===== config.mk =====
export PLATFORM = sky130hd
export DESIGN_NAME = mcpf_core
export DESIGN_NICKNAME = d
export VERILOG_FILES = /design/src/pkg/mcpf_pkg.sv /design/src/hdl/mcpf_ram.sv /design/src/hdl/mcpf_core.sv
export SDC_FILE = /design/constraint.sdc
export NUM_CORES = 1
export LEC_CHECK = 0
export BUFFER_PORTS_ARGS = -buffer_cell sky130_fd_sc_hd__buf_2
export CORE_AREA = 2 2 253 317
export CTS_CLUSTER_SIZE = 10
export DETAILED_ROUTE_END_ITERATION = 10
export DIE_AREA = 0 0 255 319
export PLACE_DENSITY = 0.68
export SETUP_SLACK_MARGIN = 0.15
export SLEW_MARGIN = 20
export SYNTH_ARGS = -nofsm -noshare
export SYNTH_HDL_FRONTEND = slang
export SYNTH_SLANG_ARGS = --single-unit

===== constraint.sdc =====
create_clock -name core_clk -period 7.4 [get_ports core_clk]
set_input_delay 0.37 -clock core_clk [delete_from_list [all_inputs] [get_ports core_clk]]
set_output_delay 0.37 -clock core_clk [all_outputs]
set_load 0.02 [all_outputs]

===== src/pkg/mcpf_pkg.sv =====
// constants and types shared by the program-flow core and its data memory
package mcpf_pkg;
	// program counter and vectors
	localparam int PC_W = 11;
	localparam logic [10:0] VEC_RESET = 11'h000;
	localparam logic [10:0] VEC_EXT = 11'h004;
	localparam logic [10:0] VEC_TMR = 11'h008;
	localparam logic [10:0] VEC_ADC = 11'h00C;
	localparam logic [10:0] PC_STEP = 11'h001;
	localparam logic [2:0] LAST_PAGE = 3'h7;
	// return stack
	localparam int STK_DEPTH = 6;
	// data memory map
	localparam logic [6:0] ADDR_IND = 7'h00;
	localparam logic [6:0] ADDR_MP = 7'h01;
	localparam logic [6:0] ADDR_LOOKUP_POINTER = 7'h07;
	localparam logic [6:0] ADDR_LOOKUP_HIGH_LATCH = 7'h08;
	localparam logic [6:0] ADDR_STATUS = 7'h0A;
	localparam logic [6:0] RAM_LO = 7'h28;
	localparam logic [6:0] RAM_HI = 7'h7F;
	localparam int RAM_DEPTH = 88;
	localparam logic [7:0] RD_ZERO = 8'h00;
	// flag register layout
	localparam int FLAG_C = 0;
	localparam int FLAG_AC = 1;
	localparam int FLAG_Z = 2;
	localparam int FLAG_OV = 3;
	localparam int FLAG_PDF = 4;
	localparam int FLAG_TO = 5;
	// interrupt sources, highest priority first
	localparam int SRC_EXT = 0;
	localparam int SRC_TMR = 1;
	localparam int SRC_ADC = 2;
	// decoded instructions
	typedef enum logic [4:0] {
		OP_NOP = 5'h00, OP_ADD = 5'h01, OP_SUB = 5'h02, OP_AND = 5'h03,
		OP_OR = 5'h04, OP_XOR = 5'h05, OP_INC = 5'h06, OP_DEC = 5'h07,
		OP_RLC = 5'h08, OP_RRC = 5'h09, OP_BSET = 5'h0A, OP_BCLR = 5'h0B,
		OP_MOVW = 5'h0C, OP_MOVR = 5'h0D, OP_TRDC = 5'h0E, OP_TRDL = 5'h0F,
		OP_CALL = 5'h10, OP_JMP = 5'h11, OP_RET = 5'h12, OP_IRQ_EXIT = 5'h13,
		OP_WDTCLR = 5'h14, OP_HALT = 5'h15, OP_IRQ = 5'h16
	} mcpf_op_t;
	// execution sequence
	typedef enum logic [2:0] {
		ST_IDLE = 3'b000, ST_D1 = 3'b001, ST_D2 = 3'b010, ST_RD = 3'b011, ST_WB = 3'b100
	} mcpf_state_t;
endpackage


===== src/hdl/mcpf_ram.sv =====
// general-purpose data memory with registered read data
`timescale 1ns/10ps
module mcpf_ram #(
	parameter int AW = 7,
	parameter int DW = 8,
	parameter int DEPTH = mcpf_pkg::RAM_DEPTH,
	parameter logic [6:0] BASE = mcpf_pkg::RAM_LO
)(
	// clock
	input wire logic core_clk,
	// write side
	input wire logic we,
	input wire logic [AW-1:0] waddr,
	input wire logic [DW-1:0] wdata,
	// read side
	input wire logic [AW-1:0] raddr,
	output logic [DW-1:0] rdata_q
);
	logic [DW-1:0] mem [DEPTH];
	logic [AW-1:0] widx;
	logic [AW-1:0] ridx;

	// window is based at BASE; the caller only enables writes inside it
	assign widx = AW'(waddr - BASE);
	assign ridx = AW'(raddr - BASE);

	// one write and one registered read each cycle
	always_ff @(posedge core_clk)
	begin
		if (we && widx < AW'(DEPTH))
			mem[widx] <= wdata;
		rdata_q <= (ridx < AW'(DEPTH)) ? mem[ridx] : '0;
	end
endmodule


===== src/hdl/mcpf_core.sv =====
// program-flow, table-read, return-stack and data-access logic of the 8-bit core
// Overview of operation
// reset loads program counter with 000H
// enabled external falling edge vectors to 004H
// enabled timer overflow vectors to 008H
// enabled conversion complete vectors to 00CH
// table address: page bits above pointer
// low byte to memory, rest to latch
// pointer read/write, high latch read-only
// table reads take two instruction cycles
// six-entry stack, invisible to software
// call/interrupt push PC, returns pop it
// reset leaves the stack empty
// full stack holds off interrupt acknowledge
// call on full stack drops oldest
// reserved data locations read 00H
// general memory 28H-7FH, directly operable
// any data bit can be set/cleared
// location 00H accesses via indirect pointer
// seven-bit pointer, bit 7 reads one
// flag writes leave timeout/halted untouched
// timeout/halted flags change only by events
// arithmetic flags follow latest operation
// flags never stacked automatically
// flags C,AC,Z,OV at bits 0-3
// halted bit 4, timeout bit 5
// global gate and source enable required
`timescale 1ns/10ps
module mcpf_core #(
	parameter int STK_DEPTH = mcpf_pkg::STK_DEPTH
)(
	// clock and reset
	input wire logic core_clk,
	input wire logic resetn,
	// decoded instruction issue
	input wire logic instr_valid,
	output logic instr_ready,
	input wire mcpf_pkg::mcpf_op_t instr_op,
	input wire logic [6:0] instr_addr,
	input wire logic [2:0] instr_bit,
	input wire logic [7:0] instr_acc,
	input wire logic instr_to_mem,
	input wire logic [10:0] instr_target,
	// execution results
	output logic [7:0] result_q,
	output logic [10:0] pc_q,
	output logic [7:0] status_flags,
	output logic [7:0] lookup_high_latch,
	output logic stack_full,
	// program memory table port, one cycle latency
	output logic [10:0] pmem_addr_q,
	input wire logic [14:0] pmem_rdata,
	// interrupt sources and enables
	input wire logic ext_irq_n_pin,
	input wire logic timer_ovf,
	input wire logic adc_done,
	input wire logic global_irq_gate,
	input wire logic ext_irq_en,
	input wire logic tmr_irq_en,
	input wire logic adc_irq_en,
	output logic [2:0] irq_pending,
	output logic [2:0] irq_ack,
	output logic irq_exit,
	// watchdog
	input wire logic wdt_timeout
);
	localparam int SPW = $clog2(STK_DEPTH);

	mcpf_pkg::mcpf_state_t state_q;
	mcpf_pkg::mcpf_op_t op_q;
	logic [6:0] addr_q;
	logic null_q;
	logic [2:0] bit_q;
	logic [7:0] acc_q;
	logic to_mem_q;
	logic [10:0] target_q;
	logic [10:0] vec_q;
	logic [14:0] tword_q;
	logic [6:0] mp_q;
	logic [7:0] lookup_pointer_q;
	logic [7:0] lookup_high_latch_q;
	logic [3:0] arith_q;
	logic pdf_q;
	logic to_q;
	logic [2:0] pend_q;
	logic ext_s1_q, ext_s2_q, ext_s3_q;
	logic [10:0] stk_q [STK_DEPTH];
	logic [SPW-1:0] sp_q;
	logic [SPW:0] cnt_q;
	logic [7:0] ram_rdata;
	logic [2:0] src_evt, src_en, src_req, src_sel;
	logic irq_take, take, wb, long_op, is_tbl, mem_wr;
	logic push, pop;
	logic [SPW-1:0] top_idx, sp_up;
	logic [6:0] ea;
	logic [7:0] m, res, wdata;
	logic [8:0] sum9;
	logic [4:0] nib5;
	logic [3:0] arith_n;
	logic flag_upd;

	// the pin is asynchronous: two flops before the edge detector reads it
	always_ff @(posedge core_clk or negedge resetn)
	begin
		if (!resetn)
		begin
			ext_s1_q <= 1'b1;
			ext_s2_q <= 1'b1;
			ext_s3_q <= 1'b1;
		end
		else
		begin
			ext_s1_q <= ext_irq_n_pin;
			ext_s2_q <= ext_s1_q;
			ext_s3_q <= ext_s2_q;
		end
	end

	assign src_evt = {adc_done, timer_ovf, ext_s3_q & ~ext_s2_q};
	assign src_en = {adc_irq_en, tmr_irq_en, ext_irq_en};
	assign src_req = pend_q & src_en & {3{global_irq_gate}};
	// fixed priority: external, then timer, then converter
	assign src_sel = src_req[0] ? 3'b001 : src_req[1] ? 3'b010 : src_req[2] ? 3'b100 : 3'b000;
	// a full stack leaves the request flag pending until a return frees a level
	assign irq_take = (state_q == mcpf_pkg::ST_IDLE) && (|src_req) && !stack_full;
	assign irq_ack = irq_take ? src_sel : 3'b000;
	assign irq_pending = pend_q;
	assign instr_ready = (state_q == mcpf_pkg::ST_IDLE) && !irq_take;
	assign take = instr_valid && instr_ready;
	assign wb = (state_q == mcpf_pkg::ST_WB);
	assign irq_exit = wb && (op_q == mcpf_pkg::OP_IRQ_EXIT);

	// request flags: an event in the clearing cycle still sets its flag
	genvar gi;
	generate
		for (gi = 0; gi < 3; gi++)
		begin : g_pend
			always_ff @(posedge core_clk or negedge resetn)
			begin
				if (!resetn)
					pend_q[gi] <= 1'b0;
				else if (src_evt[gi])
					pend_q[gi] <= 1'b1;
				else if (irq_ack[gi])
					pend_q[gi] <= 1'b0;
			end
		end
	endgenerate

	// address 00H redirects through the pointer; pointer value 00H is a null target
	assign ea = (instr_addr == mcpf_pkg::ADDR_IND) ? mp_q : instr_addr;
	assign long_op = instr_op inside {mcpf_pkg::OP_TRDC, mcpf_pkg::OP_TRDL, mcpf_pkg::OP_CALL,
		mcpf_pkg::OP_JMP, mcpf_pkg::OP_RET, mcpf_pkg::OP_IRQ_EXIT};
	assign is_tbl = (op_q == mcpf_pkg::OP_TRDC) || (op_q == mcpf_pkg::OP_TRDL);

	// sequence: short ops RD,WB; table reads and transfers add D1,D2
	always_ff @(posedge core_clk or negedge resetn)
	begin
		if (!resetn)
			state_q <= mcpf_pkg::ST_IDLE;
		else
		begin
			unique case (state_q)
				mcpf_pkg::ST_IDLE:
				begin
					if (irq_take)
						state_q <= mcpf_pkg::ST_D1;
					else if (take)
						state_q <= long_op ? mcpf_pkg::ST_D1 : mcpf_pkg::ST_RD;
				end
				mcpf_pkg::ST_D1: state_q <= mcpf_pkg::ST_D2;
				mcpf_pkg::ST_D2: state_q <= mcpf_pkg::ST_RD;
				mcpf_pkg::ST_RD: state_q <= mcpf_pkg::ST_WB;
				mcpf_pkg::ST_WB: state_q <= mcpf_pkg::ST_IDLE;
				default: state_q <= mcpf_pkg::ST_IDLE;
			endcase
		end
	end

	// operands latched when an instruction or interrupt is taken
	always_ff @(posedge core_clk or negedge resetn)
	begin
		if (!resetn)
		begin
			op_q <= mcpf_pkg::OP_NOP;
			addr_q <= 7'h00;
			null_q <= 1'b0;
			bit_q <= 3'h0;
			acc_q <= 8'h00;
			to_mem_q <= 1'b0;
			target_q <= 11'h000;
			vec_q <= mcpf_pkg::VEC_RESET;
		end
		else if (irq_take)
		begin
			op_q <= mcpf_pkg::OP_IRQ;
			null_q <= 1'b1;
			vec_q <= src_sel[0] ? mcpf_pkg::VEC_EXT : src_sel[1] ? mcpf_pkg::VEC_TMR : mcpf_pkg::VEC_ADC;
		end
		else if (take)
		begin
			op_q <= instr_op;
			addr_q <= ea;
			null_q <= (ea == mcpf_pkg::ADDR_IND);
			bit_q <= instr_bit;
			acc_q <= instr_acc;
			to_mem_q <= instr_to_mem;
			target_q <= instr_target;
		end
	end

	// table word fetch: page from PC or the last page, pointer below it
	always_ff @(posedge core_clk or negedge resetn)
	begin
		if (!resetn)
		begin
			pmem_addr_q <= 11'h000;
			tword_q <= 15'h0000;
		end
		else
		begin
			if (state_q == mcpf_pkg::ST_D1 && is_tbl)
				pmem_addr_q <= {(op_q == mcpf_pkg::OP_TRDL) ? mcpf_pkg::LAST_PAGE : pc_q[10:8], lookup_pointer_q};
			if (state_q == mcpf_pkg::ST_D2 && is_tbl)
				tword_q <= pmem_rdata;
		end
	end

	mcpf_ram u_ram (
		.core_clk(core_clk),
		.we(mem_wr && addr_q >= mcpf_pkg::RAM_LO),
		.waddr(addr_q),
		.wdata(wdata),
		.raddr(addr_q),
		.rdata_q(ram_rdata)
	);

	// operand read; unused and reserved locations return 00H
	always_comb
	begin
		m = mcpf_pkg::RD_ZERO;
		if (null_q)
			m = mcpf_pkg::RD_ZERO;
		else if (addr_q >= mcpf_pkg::RAM_LO)
			m = ram_rdata;
		else if (addr_q == mcpf_pkg::ADDR_MP)
			m = {1'b1, mp_q};
		else if (addr_q == mcpf_pkg::ADDR_LOOKUP_POINTER)
			m = lookup_pointer_q;
		else if (addr_q == mcpf_pkg::ADDR_LOOKUP_HIGH_LATCH)
			m = lookup_high_latch_q;
		else if (addr_q == mcpf_pkg::ADDR_STATUS)
			m = status_flags;
	end

	// arithmetic and logic on the operand, with the new flag values
	always_comb
	begin
		sum9 = 9'h000;
		nib5 = 5'h00;
		res = m;
		arith_n = arith_q;
		flag_upd = 1'b0;
		case (op_q)
			mcpf_pkg::OP_ADD:
			begin
				sum9 = {1'b0, acc_q} + {1'b0, m};
				nib5 = {1'b0, acc_q[3:0]} + {1'b0, m[3:0]};
				res = sum9[7:0];
				arith_n[mcpf_pkg::FLAG_C] = sum9[8];
				arith_n[mcpf_pkg::FLAG_AC] = nib5[4];
				arith_n[mcpf_pkg::FLAG_OV] = (acc_q[7] == m[7]) && (sum9[7] != acc_q[7]);
			end
			mcpf_pkg::OP_SUB:
			begin
				sum9 = {1'b0, acc_q} - {1'b0, m};
				res = sum9[7:0];
				arith_n[mcpf_pkg::FLAG_C] = ~sum9[8];
				arith_n[mcpf_pkg::FLAG_AC] = (acc_q[3:0] >= m[3:0]);
				arith_n[mcpf_pkg::FLAG_OV] = (acc_q[7] != m[7]) && (sum9[7] != acc_q[7]);
			end
			mcpf_pkg::OP_AND: res = acc_q & m;
			mcpf_pkg::OP_OR: res = acc_q | m;
			mcpf_pkg::OP_XOR: res = acc_q ^ m;
			mcpf_pkg::OP_INC: res = m + 8'h01;
			mcpf_pkg::OP_DEC: res = m - 8'h01;
			mcpf_pkg::OP_RLC:
			begin
				res = {m[6:0], arith_q[mcpf_pkg::FLAG_C]};
				arith_n[mcpf_pkg::FLAG_C] = m[7];
			end
			mcpf_pkg::OP_RRC:
			begin
				res = {arith_q[mcpf_pkg::FLAG_C], m[7:1]};
				arith_n[mcpf_pkg::FLAG_C] = m[0];
			end
			mcpf_pkg::OP_BSET: res = m | (8'h01 << bit_q);
			mcpf_pkg::OP_BCLR: res = m & ~(8'h01 << bit_q);
			mcpf_pkg::OP_MOVW: res = acc_q;
			default: res = m;
		endcase
		if (op_q inside {mcpf_pkg::OP_ADD, mcpf_pkg::OP_SUB, mcpf_pkg::OP_AND, mcpf_pkg::OP_OR,
			mcpf_pkg::OP_XOR, mcpf_pkg::OP_INC, mcpf_pkg::OP_DEC, mcpf_pkg::OP_RLC, mcpf_pkg::OP_RRC})
		begin
			flag_upd = 1'b1;
			arith_n[mcpf_pkg::FLAG_Z] = (res == 8'h00);
		end
	end

	// write-back: the null target swallows writes
	assign wdata = is_tbl ? tword_q[7:0] : res;
	assign mem_wr = wb && !null_q && (is_tbl || op_q == mcpf_pkg::OP_MOVW || op_q == mcpf_pkg::OP_BSET
		|| op_q == mcpf_pkg::OP_BCLR || (to_mem_q && flag_upd));

	// pointer registers; the high latch ignores software writes
	always_ff @(posedge core_clk or negedge resetn)
	begin
		if (!resetn)
		begin
			mp_q <= 7'h00;
			lookup_pointer_q <= 8'h00;
			lookup_high_latch_q <= 8'h00;
		end
		else
		begin
			if (mem_wr && addr_q == mcpf_pkg::ADDR_MP)
				mp_q <= wdata[6:0];
			if (mem_wr && addr_q == mcpf_pkg::ADDR_LOOKUP_POINTER)
				lookup_pointer_q <= wdata;
			if (wb && is_tbl)
				lookup_high_latch_q <= {1'b0, tword_q[14:8]};
		end
	end

	// arithmetic flags: a direct write first, the operation's own flags win
	always_ff @(posedge core_clk or negedge resetn)
	begin
		if (!resetn)
			arith_q <= 4'h0;
		else
		begin
			if (mem_wr && addr_q == mcpf_pkg::ADDR_STATUS)
				arith_q <= wdata[3:0];
			if (wb && flag_upd)
				arith_q <= arith_n;
		end
	end

	// halted and timeout flags move only on their events; time-out wins a tie
	always_ff @(posedge core_clk or negedge resetn)
	begin
		if (!resetn)
		begin
			pdf_q <= 1'b0;
			to_q <= 1'b0;
		end
		else
		begin
			if (wb && op_q == mcpf_pkg::OP_HALT)
			begin
				pdf_q <= 1'b1;
				to_q <= 1'b0;
			end
			if (wb && op_q == mcpf_pkg::OP_WDTCLR)
			begin
				pdf_q <= 1'b0;
				to_q <= 1'b0;
			end
			if (wdt_timeout)
				to_q <= 1'b1;
		end
	end

	assign status_flags = {2'b00, to_q, pdf_q, arith_q};
	assign lookup_high_latch = lookup_high_latch_q;

	// return stack: a ring with no software path, so overflow overwrites the oldest
	assign push = wb && (op_q == mcpf_pkg::OP_CALL || op_q == mcpf_pkg::OP_IRQ);
	assign pop = wb && (op_q == mcpf_pkg::OP_RET || op_q == mcpf_pkg::OP_IRQ_EXIT);
	assign sp_up = (sp_q == SPW'(STK_DEPTH - 1)) ? '0 : sp_q + 1'b1;
	assign top_idx = (sp_q == '0) ? SPW'(STK_DEPTH - 1) : sp_q - 1'b1;
	assign stack_full = (cnt_q == (SPW + 1)'(STK_DEPTH));

	generate
		for (gi = 0; gi < STK_DEPTH; gi++)
		begin : g_stk
			always_ff @(posedge core_clk or negedge resetn)
			begin
				if (!resetn)
					stk_q[gi] <= 11'h000;
				else if (push && sp_q == SPW'(gi))
					stk_q[gi] <= (op_q == mcpf_pkg::OP_IRQ) ? pc_q : pc_q + mcpf_pkg::PC_STEP;
			end
		end
	endgenerate

	// level count saturates at the depth; reset empties the stack
	always_ff @(posedge core_clk or negedge resetn)
	begin
		if (!resetn)
		begin
			sp_q <= '0;
			cnt_q <= '0;
		end
		else if (push)
		begin
			sp_q <= sp_up;
			if (!stack_full)
				cnt_q <= cnt_q + 1'b1;
		end
		else if (pop)
		begin
			sp_q <= top_idx;
			if (cnt_q != '0)
				cnt_q <= cnt_q - 1'b1;
		end
	end

	// program counter updates at write-back
	always_ff @(posedge core_clk or negedge resetn)
	begin
		if (!resetn)
			pc_q <= mcpf_pkg::VEC_RESET;
		else if (wb)
		begin
			unique case (op_q)
				mcpf_pkg::OP_IRQ: pc_q <= vec_q;
				mcpf_pkg::OP_CALL, mcpf_pkg::OP_JMP: pc_q <= target_q;
				mcpf_pkg::OP_RET, mcpf_pkg::OP_IRQ_EXIT: pc_q <= stk_q[top_idx];
				default: pc_q <= pc_q + mcpf_pkg::PC_STEP;
			endcase
		end
	end

	// result towards the accumulator
	always_ff @(posedge core_clk or negedge resetn)
	begin
		if (!resetn)
			result_q <= 8'h00;
		else if (wb && (flag_upd || op_q == mcpf_pkg::OP_MOVR))
			result_q <= res;
	end

	// checks
	logic wb_seen_q;
	always_ff @(posedge core_clk or negedge resetn)
	begin
		if (!resetn)
			wb_seen_q <= 1'b0;
		else if (wb)
			wb_seen_q <= 1'b1;
	end

	a_reset_pc: assert property (@(posedge core_clk) disable iff (!resetn)
		!wb_seen_q |-> pc_q == mcpf_pkg::VEC_RESET) else $error("pc not at reset vector");
	a_ext_vector: assert property (@(posedge core_clk) disable iff (!resetn)
		irq_ack[0] |-> ##5 pc_q == mcpf_pkg::VEC_EXT) else $error("external vector missed");
	a_tmr_vector: assert property (@(posedge core_clk) disable iff (!resetn)
		irq_ack[1] |-> ##5 pc_q == mcpf_pkg::VEC_TMR) else $error("timer vector missed");
	a_adc_vector: assert property (@(posedge core_clk) disable iff (!resetn)
		irq_ack[2] |-> ##5 pc_q == mcpf_pkg::VEC_ADC) else $error("converter vector missed");
	a_full_holds: assert property (@(posedge core_clk) disable iff (!resetn)
		stack_full |-> irq_ack == 3'b000) else $error("acknowledge with full stack");
	a_table_time: assert property (@(posedge core_clk) disable iff (!resetn)
		take && (instr_op == mcpf_pkg::OP_TRDC || instr_op == mcpf_pkg::OP_TRDL)
		|-> ##1 (state_q != mcpf_pkg::ST_IDLE)[*4] ##1 state_q == mcpf_pkg::ST_IDLE)
		else $error("table read length wrong");
	a_latch_source: assert property (@(posedge core_clk) disable iff (!resetn)
		$changed(lookup_high_latch_q) |-> $past(wb && is_tbl) && lookup_high_latch_q[7] == 1'b0) else $error("latch changed outside table read");
	a_ret_pop: assert property (@(posedge core_clk) disable iff (!resetn)
		pop |=> pc_q == $past(stk_q[top_idx])) else $error("return address wrong");
	a_full_keep: assert property (@(posedge core_clk) disable iff (!resetn)
		push && stack_full |=> stack_full && sp_q == $past(sp_up)) else $error("overflow handling wrong");
	a_pdf_guard: assert property (@(posedge core_clk) disable iff (!resetn)
		$changed(pdf_q) |-> $past(wb && (op_q == mcpf_pkg::OP_HALT || op_q == mcpf_pkg::OP_WDTCLR)))
		else $error("halted flag changed without cause");
	a_zero_flag: assert property (@(posedge core_clk) disable iff (!resetn)
		wb && flag_upd |=> status_flags[mcpf_pkg::FLAG_Z] == ($past(res) == 8'h00)) else $error("zero flag wrong");

	c_irq_taken: cover property (@(posedge core_clk) disable iff (!resetn) irq_take ##5 state_q == mcpf_pkg::ST_IDLE);
	c_table_read: cover property (@(posedge core_clk) disable iff (!resetn) wb && is_tbl && !null_q);
	c_call_full: cover property (@(posedge core_clk) disable iff (!resetn) push && stack_full);
endmodule


==> results.ini, run 1 <==
[timing]
relSlewSlack=0.223
slew_viol_final=0
setup_ws_ns=1.47
setup_viol=0
finClkSkew_ns=0.0372
fmax_mhz=169
rsz0062_at_grt=false
period_needed_ns=5.93
final.period_utilization=0.801
finalSetupTns_ns=0
worst_slew_pin_slew_ns=1.16
finalHoldViolations=0

[clocking]
cts_setup_buffers=0
root_buffer=clkbuf_16
clock_sinks=905
clockBufferDepth=3
htreeDepth=3
insertion_delay_ns=0.68
cts_made_buffers=102
path_clk_slew_ns=0.06
cts_tree=done

[detailed_routing]
finalWirelength_um=120000
drc=0
wl_per_cell_um=28.8
num_vias=26714
viasPerCell=6.42
drt-initial-drc-count=3040
first_pass_iters=8
drtAntennaViolNets=0

[power_and_ir_drop]
p_int_mw=11.4
power.density_nw_per_um2=427
ir_drop_uv=234
p_comb_frac=0.371
cellLeakagePower_nw=15.6
power_switching_mw=7.36
seq_power_share=0.393
power_switching_share=0.393
clkPwrFrac=0.236

[logic_synthesis]
ys_types=103
synthCells=2933
synth_common_cells=edfxtp_1, nor2_1, a21oi_1
synth_edf_count=704
synth_top_area_frac=0.543
ys.flop_type=edfxtp_1
async_flop_share=0.213
synth_top_cell_by_area=edfxtp_1
synth_area_um2=38900
ys_warn_count=0
ys_seq_area_frac=0.671
yosysMostFrequentCell=edfxtp_1
synthTopCellsByArea=edfxtp_1, dfrtp_1, mux2_2, a21oi_1, a22oi_1
synth_seq_cells=905
avgSynthCellArea_um2=13.3

[floorplanning]
num_io_pins=116
dieHeight_um=319
start_util=0.496
fp-row-count=115
fp.dieArea_um2=81300
fp.dieW_um=255
coreArea_um2=78400

[critical_path]
path_class=register to register
cp_cell_sequence=inv_1 > ha_1 > nor2b_1 > a21oi_2 > and3b_1 > nor2_1 > inv_1 > ha_1 > fa_1 > nand3b_1 > a21o_1 > a32o_1 > a2111oi_0 > o211ai_1 > nor3b_1 > o22ai_1 > mux2_4 > mux2_2
crit_path_max_fanout=90
cp-end-kind=register
slowest_delay_ns=0.64
startpoint=addr_q[4]
cp_slowest_cell=mux2_4
required_ns=7.94
reg2reg_from=addr_q[4]
start_kind=register
crit_arrival_ns=6.47

[finish]
drive_gt1_frac=0.160
fin_nets=3165
area_growth_pct=12.8

[hold_path]
min_from=instr_addr[6]
hold_path.class=input pin to register

[status]
run_status=complete, no violations

[place]
routabilityCongestion=0.971
pre_cts_ws_ns=1.41
io_buffers=112
dp_hpwl_um=75100

[global_route]
grt_usage=0.293
antenna_found_initial=1
grt_pass1_wl_um=175000
grt_max_degree=133
grt-ovfl-total=0
grt_pass1_vias=26582

[run]
maxCapViolCount=0

## metal layers
| metal | GRT usage | wire (um) |
|---|---|---|
| met4 | 0.152 | 6300 |
| met1 | 0.372 | 45300 |
| met3 | 0.0534 | 10400 |
| met5 | 0 | 0 |
| met2 | 0.480 | 57800 |
## flip-flops by register name, indices dropped and copies added, names as in the netlist, 4 cells and up
signal	flops
u_ram.mem	704
stk_q	66
tword_q	15
pc_q	11
pmem_addr_q	11
target_q	11
acc_q	8
lookup_pointer_q	8
result_q	8
u_ram.rdata_q	8
addr_q	7
lookup_high_latch	7
mp_q	7
op_q	5
arith_q	4
cnt_q	4
## path summary, 6_finish.rpt
path	end	slack (ns)	depth (start not counted)
max reg2reg	mp_q[4]	1.47	18
min reg2reg	ext_s2_q	0.36	0
max	mp_q[4]	1.47	18
min in group asynchronous	stk_q[38]	0.43	2
max in group asynchronous	addr_q[0]	5.37	3
min	addr_q[6]	0.09	3
## cells by family after synthesis
kind of cell	share of synthesized area
flip-flops	0.671
buffers and inverters	0.0250
adder cells (fa/ha/maj)	0.0129
XOR/XNOR	0.00518
AND/OR/NAND/NOR	0.0892
AO/OA/AOI/OAI	0.134
multiplexers	0.0622
other	0.0000963
## stage by stage
step / utilization / instances / area (um2) / hold slack (ns) / total power [mW]
after global routing: 0.560 / 4161 / 43900 / 0.101 / 19.4
final: 0.560 / 4161 / 43900 / 0.0901 / 18.7
after global placement: 0.518 / 3963 / 40600 / 0.348 / 14.0
after floorplan: - / 2935 / 38900 / 0.0744 / 11.4
after CTS: 0.559 / 4159 / 43900 / 0.0324 / 18.6
after detailed placement: 0.518 / 3964 / 40600 / 0.354 / 14.2
## power groups by stage
stage	logic [mW]	clock network (mW)	registers [mW]
2_1_floorplan	4.18	0	7.25
3_3_place_gp	6.63	0	7.41
3_5_place_dp	6.72	0	7.44
4_1_cts	6.78	4.46	7.35
5_1_grt	7.35	4.66	7.41
6_report	6.95	4.42	7.37
## placed cells by master (no fill, tap or decap), drive strengths merged, types with 22 or more instances in the layout
cell type and count:
a211oi 28, a21oi 224, a221oi 46, a22o 38, a22oi 144, buf 174
clkbuf 137, dfrtp 190, dlygate4sd3 49, edfxtp 704, ha 37, inv 46
mux2 131, mux2i 60, nand2 215, nand3 60, nand4 35, nor2 268
nor3 22, o211ai 24, o21ai 134
## what timing repair did
action	in CTS	in global routing
gates resized for setup	0	0
endpoints found under the hold margin	176	0
hold buffers	49	0
## final cells by class
type	count	area, um2
inverter	44	165
clock inverter	9	80.1
timing repair buffer	223	1560
multi-input combinational	1789	11900
antenna	1	2.50
fill	6234	34500
sequential	905	26100
tap	1053	1320
clock buffer	137	2710
## worst max-delay path, delay by kind of cell, from the launching register on
kind / cells / cell delay (ns)
compound gates: 6 / 1.35
fa+ha+maj: 3 / 0.94
buf+inv: 2 / 0.40
flops: 1 / 0.46
mux: 2 / 1.06
simple gates: 5 / 1.55
Power figures use the tool's default switching activity.
==> inputs of run 2 (changes only) <==
--- a/config.mk
+++ b/config.mk
@@ -5,12 +5,13 @@
 export SDC_FILE = /design/constraint.sdc
 export NUM_CORES = 1
 export LEC_CHECK = 0
+export ABC_AREA = 1
 export BUFFER_PORTS_ARGS = -buffer_cell sky130_fd_sc_hd__buf_2
-export CORE_AREA = 2 2 253 317
+export CORE_AREA = 2 2 250 314
 export CTS_CLUSTER_SIZE = 10
 export DETAILED_ROUTE_END_ITERATION = 10
-export DIE_AREA = 0 0 255 319
-export PLACE_DENSITY = 0.68
+export DIE_AREA = 0 0 252 316
+export PLACE_DENSITY = 0.66
 export SETUP_SLACK_MARGIN = 0.15
 export SLEW_MARGIN = 20
 export SYNTH_ARGS = -nofsm -noshare
==> constraint.sdc (replaced) <==
create_clock -name core_clk -period 5.9 [get_ports core_clk]
set_input_delay 0.295 -clock core_clk [delete_from_list [all_inputs] [get_ports core_clk]]
set_output_delay 0.295 -clock core_clk [all_outputs]
set_load 0.02 [all_outputs]
==> run 2 against run 1 <==
  * Hold slack lost 0.045 ns
  * Global-route usage shrank 1.9 points
  * Clock power grew 26%
  * Non-clock buffer count shrank 19
  * Sequential share of layout area grew 1.4 points
  * Via count shrank 0.98%
==> results.ini, run 2 <==
[logic_synthesis]
avgSynthCellArea_um2=11.9
yosysMostFrequentCell=edfxtp_1
async_flop_share=0.213
synth_seq_cells=905
synth_common_cells=edfxtp_1, nand2_1, nor2_1
synthTopCellsByArea=edfxtp_1, dfrtp_1, nand2_1, o21ai_0, nor2_1
synth_top_cell_by_area=edfxtp_1
synth_edf_count=704
ys_seq_area_frac=0.689
synthCells=3182
synth_top_area_frac=0.557
synth_area_um2=38000
ys.flop_type=edfxtp_1
ys_warn_count=0
ys_types=70

[detailed_routing]
drtAntennaViolNets=0
wl_per_cell_um=25.1
drc=0
first_pass_iters=8
drt-initial-drc-count=2628
viasPerCell=6.05
num_vias=26453
finalWirelength_um=110000

[clocking]
insertion_delay_ns=0.68
cts_made_buffers=101
clockBufferDepth=3
cts_setup_buffers=0
cts_tree=done
clock_sinks=905
path_clk_slew_ns=0.06
root_buffer=clkbuf_16
htreeDepth=3

[timing]
final.period_utilization=0.895
finClkSkew_ns=0.0336
relSlewSlack=0.278
finalSetupTns_ns=0
finalHoldViolations=0
rsz0062_at_grt=false
worst_slew_pin_slew_ns=1.08
period_needed_ns=5.28
fmax_mhz=189
slew_viol_final=0
timing.hold.ws_ns=0.0449
setup_viol=0

[critical_path]
crit_path_max_fanout=88
reg2reg_to=u_ram.mem[51][6]
required_ns=6.22
crit_arrival_ns=5.60
reg2reg_from=addr_q[3]
cp-end-kind=register
worstRegToRegCells=22
start_kind=register
path_class=register to register
rrSetupSlack_ns=0.62

[power_and_ir_drop]
finalPower_mw=24.7
power.density_nw_per_um2=576
cellLeakagePower_nw=15.9
ir_drop_uv=520

[finish]
largest_reg_flops=704
fill_cells=6264
final_cell_mix=edfxtp_1, nand2_1, nor2_1
top_register=u_ram.mem
final_common_cell=edfxtp_1
diodes=0
area_growth_pct=13.0
fin_nets=3444
top_regs=u_ram.mem x704, stk_q x66, tword_q x15
drive_gt1_frac=0.113

[place]
dp_hpwl_um=68900
routabilityCongestion=0.967
io_buffers=112

[hold_path]
min_path_cells=3
min_from=instr_addr[3]
hold_path.class=input pin to register
whs_endpoint=addr_q[3]

[global_route]
grt_usage=0.274
grt-ovfl-total=0
grt_pass1_wl_um=163000
grt_max_degree=95
antenna_found_initial=0
grt_pass1_vias=26395

[floorplanning]
coreArea_um2=76700
fp-row-count=114
fp.dieW_um=252
dieHeight_um=316
start_util=0.495
fp.dieArea_um2=79600
num_io_pins=116

[status]
run_status=complete, no violations

[run]
maxCapViolCount=0

[run 2: how the worst max path moves through the flow]
| stage | start | endpoint | slack [ns] | cells after the start |
|---|---|---|---|---|
| floorplan | addr_q[3] | u_ram.mem[0][6] | 0.58 | 22 |
| global placement | addr_q[3] | u_ram.mem[70][6] | 0.84 | 22 |
| CTS | addr_q[3] | u_ram.mem[51][6] | 0.68 | 22 |
| detailed placement | addr_q[3] | u_ram.mem[69][6] | 0.74 | 22 |
| global route | addr_q[3] | u_ram.mem[51][6] | 0.24 | 22 |
| finish | addr_q[3] | u_ram.mem[51][6] | 0.62 | 22 |
[run 2: report_power, final]
part	total [mW]	switching (mW)	leakage (nW)	internal (mW)
logic	9.33	7.03	5.55	2.30
clock network	5.55	2.37	1.35	3.18
registers	9.85	0.468	9.01	9.38
[run 2: cell families (layout without fill, tap and decap cells)]
logic type | count (synthesis) | in the layout | share of synthesized area
AOI/OAI and AO/OA | 679 | 679 | 0.118
and+or+nand+nor | 1167 | 1167 | 0.133
muxes | 16 | 16 | 0.00475
buffers and inverters | 359 | 563 | 0.0380
DFF | 905 | 905 | 0.689
xor gates and xnor gates | 16 | 16 | 0.00369
adders and majority gates | 39 | 39 | 0.0133
other | 1 | 3 | 0.0000988
[run 2: per-layer routing]
metal,wire (um),track usage,up-vias
li1,-,-,11809
met1,41700,0.333,13144
met2,55000,0.479,1221
met3,7600,0.0394,279
met4,5440,0.141,0
met5,0,0,-
[run 2: per-stage QoR]
stage	cell area, um2	util	worst slack [ns]	cells
final	42900	0.559	0.620	4374
after global routing	42900	0.559	0.242	4374
after CTS	42900	0.559	0.681	4374
after detailed placement	39600	0.516	0.740	4175
after global placement	39600	0.516	0.843	4175
after floorplan	38000	-	0.577	3184
[run 2: layout make-up]
type	count	area, um2	share of cell area
multi-input cells	1920	10500	0.244
flip-flops and latches	905	26100	0.609
clock inverters	7	96.3	0.00225
clock buffers	140	2710	0.0630
inverters	212	800	0.0186
well taps	986	1230	0.0288
repair buffers	204	1480	0.0344
[run 2: critical path: stages (launching register included)]
cell and delay [ns]:
dfrtp_2 0.67, inv_1 0.19, ha_1 0.28, nor2_1 0.12
nor2_1 0.08, nand2_4 0.14, inv_4 0.08, nor2_1 0.11
nor2_1 0.06, nand2_2 0.10, inv_2 0.09, ha_1 0.21
fa_1 0.46, o21ai_0 0.49, a21oi_1 0.13, o21ai_0 0.25
nor2_1 0.07, nor2_1 0.12, nor2_1 0.06, nand3_1 0.07
nand2_1 0.17, a21boi_4 0.16, buf_4 0.67
[run 2: timing repair]
action	CTS	global route
hold buffers	52	0
gates resized for setup	0	0
endpoints found under the hold margin	138	0
